$ cat src/hw/lsca_pkg.sv
package lsca_pkg;

    // --------------------------------------------------------------------
    // Register offsets
    // --------------------------------------------------------------------
    localparam logic [7:0] LSCA_OFS_CTRL = 8'h00;
    localparam logic [7:0] LSCA_OFS_ADAPT = 8'h04;
    localparam logic [7:0] LSCA_OFS_LOWVEL = 8'h08;
    localparam logic [7:0] LSCA_OFS_PWMVEL = 8'h0C;
    localparam logic [7:0] LSCA_OFS_STATUS = 8'h10;
    localparam logic [7:0] LSCA_OFS_IND = 8'h14;
    localparam logic [7:0] LSCA_OFS_PHASE = 8'h18;

    // --------------------------------------------------------------------
    // Field positions
    // --------------------------------------------------------------------
    localparam int LSCA_POS_AVG = 8;
    localparam int LSCA_POS_COMP = 9;
    localparam int LSCA_POS_MINCUR = 10;
    localparam int LSCA_POS_STATUS_SCALE = 16;

    // --------------------------------------------------------------------
    // Values after reset
    // --------------------------------------------------------------------
    localparam logic [10:0] LSCA_RST_CTRL = 11'h000;
    localparam logic [19:0] LSCA_RST_LOWVEL = 20'h00000;
    localparam logic [19:0] LSCA_RST_PWMVEL = 20'h00000;
    localparam logic [4:0] LSCA_RST_RUN = 5'h1F;

    // --------------------------------------------------------------------
    // Counts
    // --------------------------------------------------------------------
    localparam logic [5:0] LSCA_DEC_CNT0 = 6'h20;
    localparam logic [5:0] LSCA_DEC_CNT1 = 6'h08;
    localparam logic [5:0] LSCA_DEC_CNT2 = 6'h02;
    localparam logic [5:0] LSCA_DEC_CNT3 = 6'h01;
    localparam int LSCA_THR_SHIFT = 5;
    localparam int LSCA_MEAS_COUNT = 4;

    // --------------------------------------------------------------------
    // Carrier types
    // --------------------------------------------------------------------
    typedef struct packed {
        logic [1:0] index;
        logic [7:0] value;
    } lsca_meas_type;

    typedef struct packed {
        logic [4:0] runCurrentScale;
        logic [1:0] adaptDecrementRate;
        logic [1:0] adaptIncrementStep;
        logic [3:0] adaptHighMargin;
        logic [3:0] adaptLowThreshold;
    } lsca_adapt_type;

    localparam lsca_adapt_type LSCA_RST_ADAPT = '{LSCA_RST_RUN, 2'h0, 2'h0, 4'h0, 4'h0};

endpackage

$ cat src/hw/lsca_vm_load_calc.sv
`timescale 1ns/1ps

module lsca_vm_load_calc
(
    input wire logic clk,
    input wire logic nrst,
    input wire logic measValid,
    input wire lsca_pkg::lsca_meas_type meas,
    input wire logic vmLoadAverageOn,
    output logic [8:0] vmLoadValue,
    output logic vmLoadValid,
    output logic [7:0] vmLoadInd [lsca_pkg::LSCA_MEAS_COUNT]
);

    logic [9:0] sumNext;
    logic [7:0] indNext [lsca_pkg::LSCA_MEAS_COUNT];

    // --------------------------------------------------------------------
    // Individual measurements
    // --------------------------------------------------------------------
    genvar g;
    generate
        for (g = 0; g < lsca_pkg::LSCA_MEAS_COUNT; g++)
        begin : gInd
            // Unfiltered: slot 0 carries every transition
            always_comb
            begin
                indNext[g] = vmLoadInd[g];
                if (measValid && vmLoadAverageOn && meas.index == 2'(g))
                    indNext[g] = meas.value;
                else if (measValid && !vmLoadAverageOn && g == 0)
                    indNext[g] = meas.value;
            end

            always_ff @(posedge clk or negedge nrst)
            begin
                if (!nrst)
                    vmLoadInd[g] <= 8'h00;
                else
                    vmLoadInd[g] <= indNext[g];
            end
        end
    endgenerate

    // Sum of four, halved: average with one extra bit
    assign sumNext = {2'h0, indNext[0]} + {2'h0, indNext[1]} + {2'h0, indNext[2]}
        + {2'h0, indNext[3]};

    // --------------------------------------------------------------------
    // Load result, refreshed once per fullstep
    // --------------------------------------------------------------------
    always_ff @(posedge clk or negedge nrst)
    begin
        if (!nrst)
        begin
            vmLoadValue <= 9'h000;
            vmLoadValid <= 1'b0;
        end
        else
        begin
            vmLoadValid <= measValid;
            if (measValid && vmLoadAverageOn)
                vmLoadValue <= sumNext[9:1];
            else if (measValid)
                vmLoadValue <= {meas.value, 1'b0};
        end
    end

endmodule // lsca_vm_load_calc

$ cat src/hw/lsca_load_stall_current_adapt.sv
// The APB slave port and the placing of the registers were chosen for this implementation.
`timescale 1ns/1ps

// How it works
// - Stall when load below doubled 8-bit threshold
// - Load result spans 0 to 510
// - Load result computed regardless of mode
// - Result adds one precision bit to measurements
// - Four 8-bit measurements, one per coil transition
// - Slots separate only when averaging; else slot 0
// - Single measurement or average of last four
// - Average refreshed each fullstep, quarter weight each
// - Unfiltered result fully replaced each fullstep
// - Store phase offset, apply and remove on switches
// - Pulse stall output when load falls below threshold
// - Stall only in voltage mode within velocity window
// - Adaptation uses load of active chopper mode
// - Low field zero disables; else threshold field times 32
// - High threshold is low plus margin plus one, times 32
// - Increment step 1, 2, 4 or 8
// - Decrement after 32, 8, 2 or 1 samples
// - Minimum current half or quarter of run current
// - Actual scale 0 to 31, capped at run current

module lsca_load_stall_current_adapt
(
    input wire logic clk,
    input wire logic nrst,
    input wire logic psel,
    input wire logic penable,
    input wire logic pwrite,
    input wire logic [7:0] paddr,
    input wire logic [31:0] pwdata,
    output logic [31:0] prdata,
    output logic pready,
    output logic pslverr,
    input wire logic measValid,
    input wire lsca_pkg::lsca_meas_type meas,
    input wire logic voltageMode,
    input wire logic [19:0] measuredStepInterval,
    input wire logic [9:0] cmLoadValue,
    input wire logic cmLoadValid,
    output logic stallPulse,
    output logic [4:0] currentScale,
    output logic [9:0] phaseCorrect,
    output logic phaseCorrectValid
);

    logic [7:0] vmStallThreshold_reg;
    logic vmLoadAverageOn_reg;
    logic phaseLagCompensate_reg;
    logic adaptMinQuarter_reg;
    lsca_pkg::lsca_adapt_type adapt_reg;
    logic [19:0] adaptLowVelocityLimit_reg;
    logic [19:0] pwmModeVelocityLimit_reg;
    logic [8:0] phaseOffset_reg;
    logic voltageMode_reg;
    logic [5:0] decCount_reg;
    logic [8:0] vmLoadValue;
    logic vmLoadValid;
    logic [7:0] vmLoadInd [lsca_pkg::LSCA_MEAS_COUNT];
    logic stallEnable;
    logic [9:0] vmStallLimit;
    logic adaptSample;
    logic [9:0] adaptLoad;
    logic [9:0] lowLimit;
    logic [9:0] highLimit;
    logic [5:0] incSum;
    logic [5:0] decNeed;
    logic [4:0] minScale;
    logic [4:0] scale_next;
    logic [5:0] decCount_next;
    logic [31:0] rdata_next;
    logic err_next;

    // --------------------------------------------------------------------
    // Voltage-mode load measurement
    // --------------------------------------------------------------------
    lsca_vm_load_calc lsca_vm_load_calc_inst
    (
        .clk(clk),
        .nrst(nrst),
        .measValid(measValid),
        .meas(meas),
        .vmLoadAverageOn(vmLoadAverageOn_reg),
        .vmLoadValue(vmLoadValue),
        .vmLoadValid(vmLoadValid),
        .vmLoadInd(vmLoadInd)
    );

    // --------------------------------------------------------------------
    // APB register writes
    // --------------------------------------------------------------------
    always_ff @(posedge clk or negedge nrst)
    begin
        if (!nrst)
        begin
            {adaptMinQuarter_reg, phaseLagCompensate_reg, vmLoadAverageOn_reg,
                vmStallThreshold_reg} <= lsca_pkg::LSCA_RST_CTRL;
            adapt_reg <= lsca_pkg::LSCA_RST_ADAPT;
            adaptLowVelocityLimit_reg <= lsca_pkg::LSCA_RST_LOWVEL;
            pwmModeVelocityLimit_reg <= lsca_pkg::LSCA_RST_PWMVEL;
        end
        else if (psel && penable && pwrite)
        begin
            if (paddr == lsca_pkg::LSCA_OFS_CTRL)
            begin
                vmStallThreshold_reg <= pwdata[7:0];
                vmLoadAverageOn_reg <= pwdata[lsca_pkg::LSCA_POS_AVG];
                phaseLagCompensate_reg <= pwdata[lsca_pkg::LSCA_POS_COMP];
                adaptMinQuarter_reg <= pwdata[lsca_pkg::LSCA_POS_MINCUR];
            end
            else if (paddr == lsca_pkg::LSCA_OFS_ADAPT)
                adapt_reg <= pwdata[16:0];
            else if (paddr == lsca_pkg::LSCA_OFS_LOWVEL)
                adaptLowVelocityLimit_reg <= pwdata[19:0];
            else if (paddr == lsca_pkg::LSCA_OFS_PWMVEL)
                pwmModeVelocityLimit_reg <= pwdata[19:0];
        end
    end

    // --------------------------------------------------------------------
    // APB read decode
    // --------------------------------------------------------------------
    always_comb
    begin
        rdata_next = 32'h00000000;
        err_next = 1'b0;
        if (paddr == lsca_pkg::LSCA_OFS_CTRL)
            rdata_next[10:0] = {adaptMinQuarter_reg, phaseLagCompensate_reg,
                vmLoadAverageOn_reg, vmStallThreshold_reg};
        else if (paddr == lsca_pkg::LSCA_OFS_ADAPT)
            rdata_next[16:0] = adapt_reg;
        else if (paddr == lsca_pkg::LSCA_OFS_LOWVEL)
            rdata_next[19:0] = adaptLowVelocityLimit_reg;
        else if (paddr == lsca_pkg::LSCA_OFS_PWMVEL)
            rdata_next[19:0] = pwmModeVelocityLimit_reg;
        else if (paddr == lsca_pkg::LSCA_OFS_STATUS)
        begin
            rdata_next[8:0] = vmLoadValue;
            rdata_next[lsca_pkg::LSCA_POS_STATUS_SCALE +: 5] = currentScale;
        end
        else if (paddr == lsca_pkg::LSCA_OFS_IND)
            rdata_next = {vmLoadInd[3], vmLoadInd[2], vmLoadInd[1], vmLoadInd[0]};
        else if (paddr == lsca_pkg::LSCA_OFS_PHASE)
            rdata_next[8:0] = phaseOffset_reg;
        else
            err_next = 1'b1;
    end

    // Zero-wait slave: answer prepared in the setup cycle
    always_ff @(posedge clk or negedge nrst)
    begin
        if (!nrst)
        begin
            prdata <= 32'h00000000;
            pready <= 1'b0;
            pslverr <= 1'b0;
        end
        else
        begin
            pready <= psel && !penable;
            pslverr <= psel && !penable && err_next;
            prdata <= (psel && !penable && !pwrite) ? rdata_next : 32'h00000000;
        end
    end

    // --------------------------------------------------------------------
    // Stall detection
    // --------------------------------------------------------------------
    assign vmStallLimit = {1'b0, vmStallThreshold_reg, 1'b0};
    assign stallEnable = voltageMode && (adaptLowVelocityLimit_reg >= measuredStepInterval)
        && (measuredStepInterval > pwmModeVelocityLimit_reg);

    always_ff @(posedge clk or negedge nrst)
    begin
        if (!nrst)
            stallPulse <= 1'b0;
        else
            stallPulse <= vmLoadValid && stallEnable
                && ({1'b0, vmLoadValue} < vmStallLimit);
    end

    // --------------------------------------------------------------------
    // Phase offset memory
    // --------------------------------------------------------------------
    always_ff @(posedge clk or negedge nrst)
    begin
        if (!nrst)
        begin
            voltageMode_reg <= 1'b0;
            phaseOffset_reg <= 9'h000;
            phaseCorrect <= 10'h000;
            phaseCorrectValid <= 1'b0;
        end
        else
        begin
            voltageMode_reg <= voltageMode;
            phaseCorrectValid <= 1'b0;
            if (phaseLagCompensate_reg && voltageMode_reg && !voltageMode)
            begin
                phaseOffset_reg <= vmLoadValue;
                phaseCorrect <= {1'b0, vmLoadValue};
                phaseCorrectValid <= 1'b1;
            end
            else if (phaseLagCompensate_reg && !voltageMode_reg && voltageMode)
            begin
                phaseCorrect <= 10'h000 - {1'b0, phaseOffset_reg};
                phaseCorrectValid <= 1'b1;
            end
        end
    end

    // --------------------------------------------------------------------
    // Load-adaptive current scale
    // --------------------------------------------------------------------
    assign adaptSample = voltageMode ? vmLoadValid : cmLoadValid;
    assign adaptLoad = voltageMode ? {1'b0, vmLoadValue} : cmLoadValue;
    assign lowLimit = {2'h0, adapt_reg.adaptLowThreshold, 4'h0} << 1;
    assign highLimit = {({1'b0, adapt_reg.adaptLowThreshold} + {1'b0, adapt_reg.adaptHighMargin}
        + 5'h01), 5'h00};
    assign incSum = {1'b0, currentScale} + (6'h01 << adapt_reg.adaptIncrementStep);
    assign minScale = adaptMinQuarter_reg ? (adapt_reg.runCurrentScale >> 2)
        : (adapt_reg.runCurrentScale >> 1);

    always_comb
    begin
        case (adapt_reg.adaptDecrementRate)
            2'h0: decNeed = lsca_pkg::LSCA_DEC_CNT0;
            2'h1: decNeed = lsca_pkg::LSCA_DEC_CNT1;
            2'h2: decNeed = lsca_pkg::LSCA_DEC_CNT2;
            default: decNeed = lsca_pkg::LSCA_DEC_CNT3;
        endcase
    end

    always_comb
    begin
        scale_next = currentScale;
        decCount_next = decCount_reg;
        if (adapt_reg.adaptLowThreshold == 4'h0)
        begin
            scale_next = adapt_reg.runCurrentScale;
            decCount_next = 6'h00;
        end
        else if (adaptSample && adaptLoad < lowLimit)
        begin
            decCount_next = 6'h00;
            if (incSum > {1'b0, adapt_reg.runCurrentScale})
                scale_next = adapt_reg.runCurrentScale;
            else
                scale_next = incSum[4:0];
        end
        else if (adaptSample && adaptLoad >= highLimit)
        begin
            if (decCount_reg + 6'h01 >= decNeed)
            begin
                decCount_next = 6'h00;
                if (currentScale > minScale)
                    scale_next = currentScale - 5'h01;
            end
            else
                decCount_next = decCount_reg + 6'h01;
        end
        else if (adaptSample)
            decCount_next = 6'h00;
        if (scale_next > adapt_reg.runCurrentScale)
            scale_next = adapt_reg.runCurrentScale;
        else if (adapt_reg.adaptLowThreshold != 4'h0 && scale_next < minScale)
            scale_next = minScale;
    end

    always_ff @(posedge clk or negedge nrst)
    begin
        if (!nrst)
        begin
            currentScale <= 5'h00;
            decCount_reg <= 6'h00;
        end
        else
        begin
            currentScale <= scale_next;
            decCount_reg <= decCount_next;
        end
    end

    // --------------------------------------------------------------------
    // Assertions
    // --------------------------------------------------------------------
    a_stall_fires: assert property (@(posedge clk) disable iff (!nrst)
        (vmLoadValid && stallEnable && {1'b0, vmLoadValue} < vmStallLimit) |=> stallPulse)
        else $error("stall pulse missing");
    a_stall_cause: assert property (@(posedge clk) disable iff (!nrst)
        stallPulse |-> $past(vmLoadValid) && $past(voltageMode))
        else $error("stall pulse without cause");
    a_stall_single: assert property (@(posedge clk) disable iff (!nrst)
        (stallPulse && !$past(measValid)) |=> !stallPulse)
        else $error("stall pulse too long");
    a_load_range: assert property (@(posedge clk) disable iff (!nrst)
        vmLoadValue <= 9'h1FE)
        else $error("load result out of range");
    a_unfilt_load: assert property (@(posedge clk) disable iff (!nrst)
        (measValid && !vmLoadAverageOn_reg) |=> vmLoadValue == {$past(meas.value), 1'b0})
        else $error("unfiltered load wrong");
    a_scale_bound: assert property (@(posedge clk) disable iff (!nrst)
        (adapt_reg == $past(adapt_reg) && $past(adapt_reg) == $past(adapt_reg, 2))
        |-> currentScale <= adapt_reg.runCurrentScale)
        else $error("scale above run current");
    a_adapt_off: assert property (@(posedge clk) disable iff (!nrst)
        (adapt_reg.adaptLowThreshold == 4'h0 && !(psel && penable && pwrite))
        |=> currentScale == $past(adapt_reg.runCurrentScale))
        else $error("adaptation not disabled");
    a_phase_store: assert property (@(posedge clk) disable iff (!nrst)
        (phaseLagCompensate_reg && voltageMode_reg && !voltageMode)
        |=> phaseCorrectValid && phaseOffset_reg == $past(vmLoadValue))
        else $error("phase offset not stored");
    a_apb_ready: assert property (@(posedge clk) disable iff (!nrst)
        (psel && !penable) |=> pready ##1 !pready)
        else $error("apb ready timing wrong");

    c_stall: cover property (@(posedge clk) disable iff (!nrst) stallPulse);
    c_raise: cover property (@(posedge clk) disable iff (!nrst)
        currentScale > $past(currentScale));
    c_lower: cover property (@(posedge clk) disable iff (!nrst)
        currentScale < $past(currentScale));
    c_phase: cover property (@(posedge clk) disable iff (!nrst) phaseCorrectValid);

endmodule // lsca_load_stall_current_adapt

$ cat config.mk
export PLATFORM = sky130hd
export DESIGN_NAME = lsca_load_stall_current_adapt
export DESIGN_NICKNAME = d
export VERILOG_FILES = /design/src/hw/lsca_pkg.sv /design/src/hw/lsca_vm_load_calc.sv /design/src/hw/lsca_load_stall_current_adapt.sv
export SDC_FILE = /design/constraint.sdc
export NUM_CORES = 1
export LEC_CHECK = 0
export ABC_AREA = 1
export BUFFER_PORTS_ARGS = -buffer_cell sky130_fd_sc_hd__buf_2
export CAP_MARGIN = 20
export CORE_MARGIN = 8
export CORE_UTILIZATION = 30
export CTS_BUF_LIST = sky130_fd_sc_hd__clkbuf_16
export DETAILED_ROUTE_END_ITERATION = 12
export HOLD_SLACK_MARGIN = 0.03
export PLACE_DENSITY_LB_ADDON = 0.15
export SKIP_LAST_GASP = 1
export SYNTH_ARGS = -nofsm -noshare
export SYNTH_HDL_FRONTEND = slang
export SYNTH_SLANG_ARGS = --single-unit
$ cat constraint.sdc
create_clock -name clk -period 4.45 [get_ports clk]
set_input_delay 0 -clock clk [delete_from_list [all_inputs] [get_ports clk]]
set_output_delay 0 -clock clk [all_outputs]
set_load 0.02 [all_outputs]
==> reports/qor.csv <==
metric,value,unit
status,completed,
first-pass GRT wire length,56.41,mm
critical-path cell list,nor2_1 -> inv_1 -> o31ai_4 -> o21ai_1 -> ha_1 -> inv_1 -> fa_1 -> fa_1 -> inv_1 -> ha_1 -> inv_1 -> fa_1 -> o31ai_1 -> and2_1 -> o21ai_0 -> nand2_1 -> nand2_1 -> a21oi_1 -> o21ai_0 -> o211ai_1,
crit path DAT,4.52,ns
Initial Utilization,30.16,%
"Core Util, Final",36.27,%
startpoint types,flop,
max_cap viols,0,
CTS root buf,clkbuf_16,
Largest regs,"lsca_vm_load_calc_inst.vmLoadInd: 32 flops, prdata: 32 flops",
slowest CP cell,fa_1,
critical path depth in cells,20,
routability cong.,0.8658,
die outline height,206.7,um
first drt pass iteration count,5,
crit-path most repeated cell,inv_1,
worst skew pair latency,0.46,ns
worst path bufs/invs,4,
CORE AREA,0.03617,mm^2
area grow syn2layout,20.25,%
GRT Resource Usage Total,17.60,%
top cell type's share of synthesized area,39.45,%
hold depth,6,
drt via density,4.790,
part of the cycle the worst path needs,93.55,%
Synth area leaders,"dfrtp_1, ha_1, nand2_1",
Slew headroom,39.35,%
most numerous cell in the Yosys netlist,nand2_1,
die width,206.7,um
synthesized area per cell,8.112,um^2
sequential fraction of the synthesis area,40.65,%
Synth cell types,56,
P per Cell Area,294.8,mW/mm^2
H-tree depth,4,
Highest Clock Rate,0.2402,GHz
CP Capture Type,flop,
largest net degree at the start of global routing,105,
Synth Cell Area,0.01091,mm^2
"Reg clk slew, reported paths",0.07,ns
final setup fails,0,
"Setup Fix Bufs, Post-CTS",0,
"Top FF cell, synth",dfrtp_1,
YS warnings,0,
WL/cell,18.38,um
initial antenna violation count,0,
RSZ-0062 raised after global routing,false,
TNS Setup,0,ns
fill count,3829,
maximum root-to-sink buffer count,2,
WS Path Type,flop to flop,
async set or reset register ratio after synthesis,100.0,%
Detail Placement HPWL,29.12,mm
Leak,6.673,nW
cts bufs inserted,17,
CP Max Fanout,6,
nets@finish,1713,
Reg2Reg Depth,20,
Yosys reg bits,177,
row cnt,70,
R2R Setup Slk,0.29,ns
Boundary Pins,139,
Tmin final,4.163,ns
Vias,9542,
"Remaining Overflow, GRT",0,
Final ANT Viol Nets,0,
die footprint,0.04273,mm^2
design area,0.01312,mm^2
Synth area leader,dfrtp_1,
Worst Tran Pin Value,0.9098,ns
top post-synthesis cells by count,"nand2_1, inv_1, dfrtp_1",
Hold Path Class,input pin to flop,
worst clock skew,0.01597,ns
layout cells sized above 1,14.31,%
"EDFF count, synth",0,
vias in the first global route,9615,
clock sinks,177,
CP required,4.81,ns
placed inst area,0.01213,mm^2
peak supply drop,0.2631,mV
DRC Markers,0,
synthesized netlist cell count,1345,
Final Max Slew Viols,0,
PortBufs,126,
final hold vios,0,
"CP delay by family, top",adder cells,
Detailed Route WL,36.62,mm
Syn Nets,1548,
DRT iter0 DRCs,568,
CP max stage delay,0.55,ns
TritonCTS clock tree,done,
[kinds of logic after synthesis]
| kind of cell | Yosys count | share of synthesized area (%) |
|---|---|---|
| xor+xnor | 13 | 1.044 |
| fa+ha+maj | 115 | 13.94 |
| flops | 177 | 40.65 |
| simple gates | 443 | 17.43 |
| compound gates | 327 | 17.45 |
| buf+inv | 270 | 9.472 |
[worst min-delay path, stage by stage]
cell     delay (ns)
buf_2          0.10
inv_1          0.05
ha_1           0.14
nand3_1        0.08
nand4_1        0.10
nor2_1         0.05
[cell usage in the layout, fill, tap and decap left out, types with 4 or more instances in the layout]
master | synthesis | final
o211ai_1 | 13 | 13
nand4_1 | 14 | 14
dfrtp_1 | 172 | 172
inv_6 | 0 | 6
ha_1 | 104 | 104
nand2_2 | 4 | 6
dfstp_2 | 5 | 5
buf_4 | 0 | 18
o221ai_1 | 12 | 12
nor3_1 | 14 | 14
dlygate4sd3_1 | 0 | 36
buf_2 | 5 | 125
o22ai_1 | 8 | 8
a211oi_1 | 8 | 8
a221oi_1 | 10 | 10
xnor2_1 | 5 | 5
clkinvlp_4 | 0 | 4
nor2_2 | 6 | 6
o21ai_0 | 159 | 151
fa_1 | 11 | 11
o21a_1 | 4 | 4
xor2_1 | 8 | 8
nor2_1 | 75 | 75
clkbuf_16 | 0 | 17
inv_1 | 227 | 227
o21ai_1 | 5 | 11
o31ai_1 | 5 | 4
nand3_1 | 43 | 43
nand2_1 | 272 | 270
a21oi_1 | 73 | 73
[per-layer routing]
layer | wire (um) | vias to the layer above | GRT usage, %
met5 | 0 | - | 0
met4 | 624 | 0 | 4.925
met3 | 1497 | 34 | 2.731
met2 | 17870 | 214 | 29.84
met1 | 16620 | 4488 | 23.04
li1 | - | 4806 | -
[report_power, final]
part           internal (mW)  total, mW  switching (mW)
clock network          0.742       1.51           0.763
logic                  0.250      0.659           0.409
registers               1.66       1.70          0.0460
[layout make-up]
cell class	instances	area [um^2]	area share, %
diodes	1	2.502	0.01907
inverters	234	883.3	6.733
repair buffers	182	1174	8.945
flip-flops and latches	177	4436	33.81
clock inverters	15	141.4	1.078
clock buffers	17	425.4	3.242
well taps	468	585.6	4.463
multi-input cells	898	5473	41.71
[final timing paths]
path,startpoint,endpoint
max in group asynchronous,nrst,adapt_reg[16]$_DFFE_PN1P_
hold / removal,measuredStepInterval[0],stallPulse$_DFF_PN0_
setup / recovery,vmLoadAverageOn_reg$_DFFE_PN0P_,lsca_vm_load_calc_inst.vmLoadValue[8]$_DFFE_PN0P_
min in group asynchronous,nrst,phaseCorrectValid$_DFF_PN0_
setup reg to reg,vmLoadAverageOn_reg$_DFFE_PN0P_,lsca_vm_load_calc_inst.vmLoadValue[8]$_DFFE_PN0P_
hold reg to reg,phaseCorrect[9]$_DFFE_PN0P_,phaseCorrect[9]$_DFFE_PN0P_
[per-stage QoR]
stage | instances | total power [mW] | hold slack (ns) | worst slack [ns]
6_report | 1992 | 3.868 | 0.1062 | 0.2869
4_1_cts | 1990 | 3.916 | 0.08899 | 0.1663
3_3_place_gp | 1922 | 2.363 | 0.1765 | 0.2417
3_5_place_dp | 1922 | 2.370 | 0.1729 | 0.1961
5_1_grt | 1991 | 4.071 | 0.1156 | 0.01385
2_1_floorplan | 1345 | 2.121 | -0.2956 | 0.2745
[what timing repair did]
item,4_1_cts,5_1_grt
endpoints found under the hold margin,202,0
hold buffers,36,0
endpoints found under the setup margin,0,8
gates resized for setup,0,15
Power figures use the tool's default switching activity.
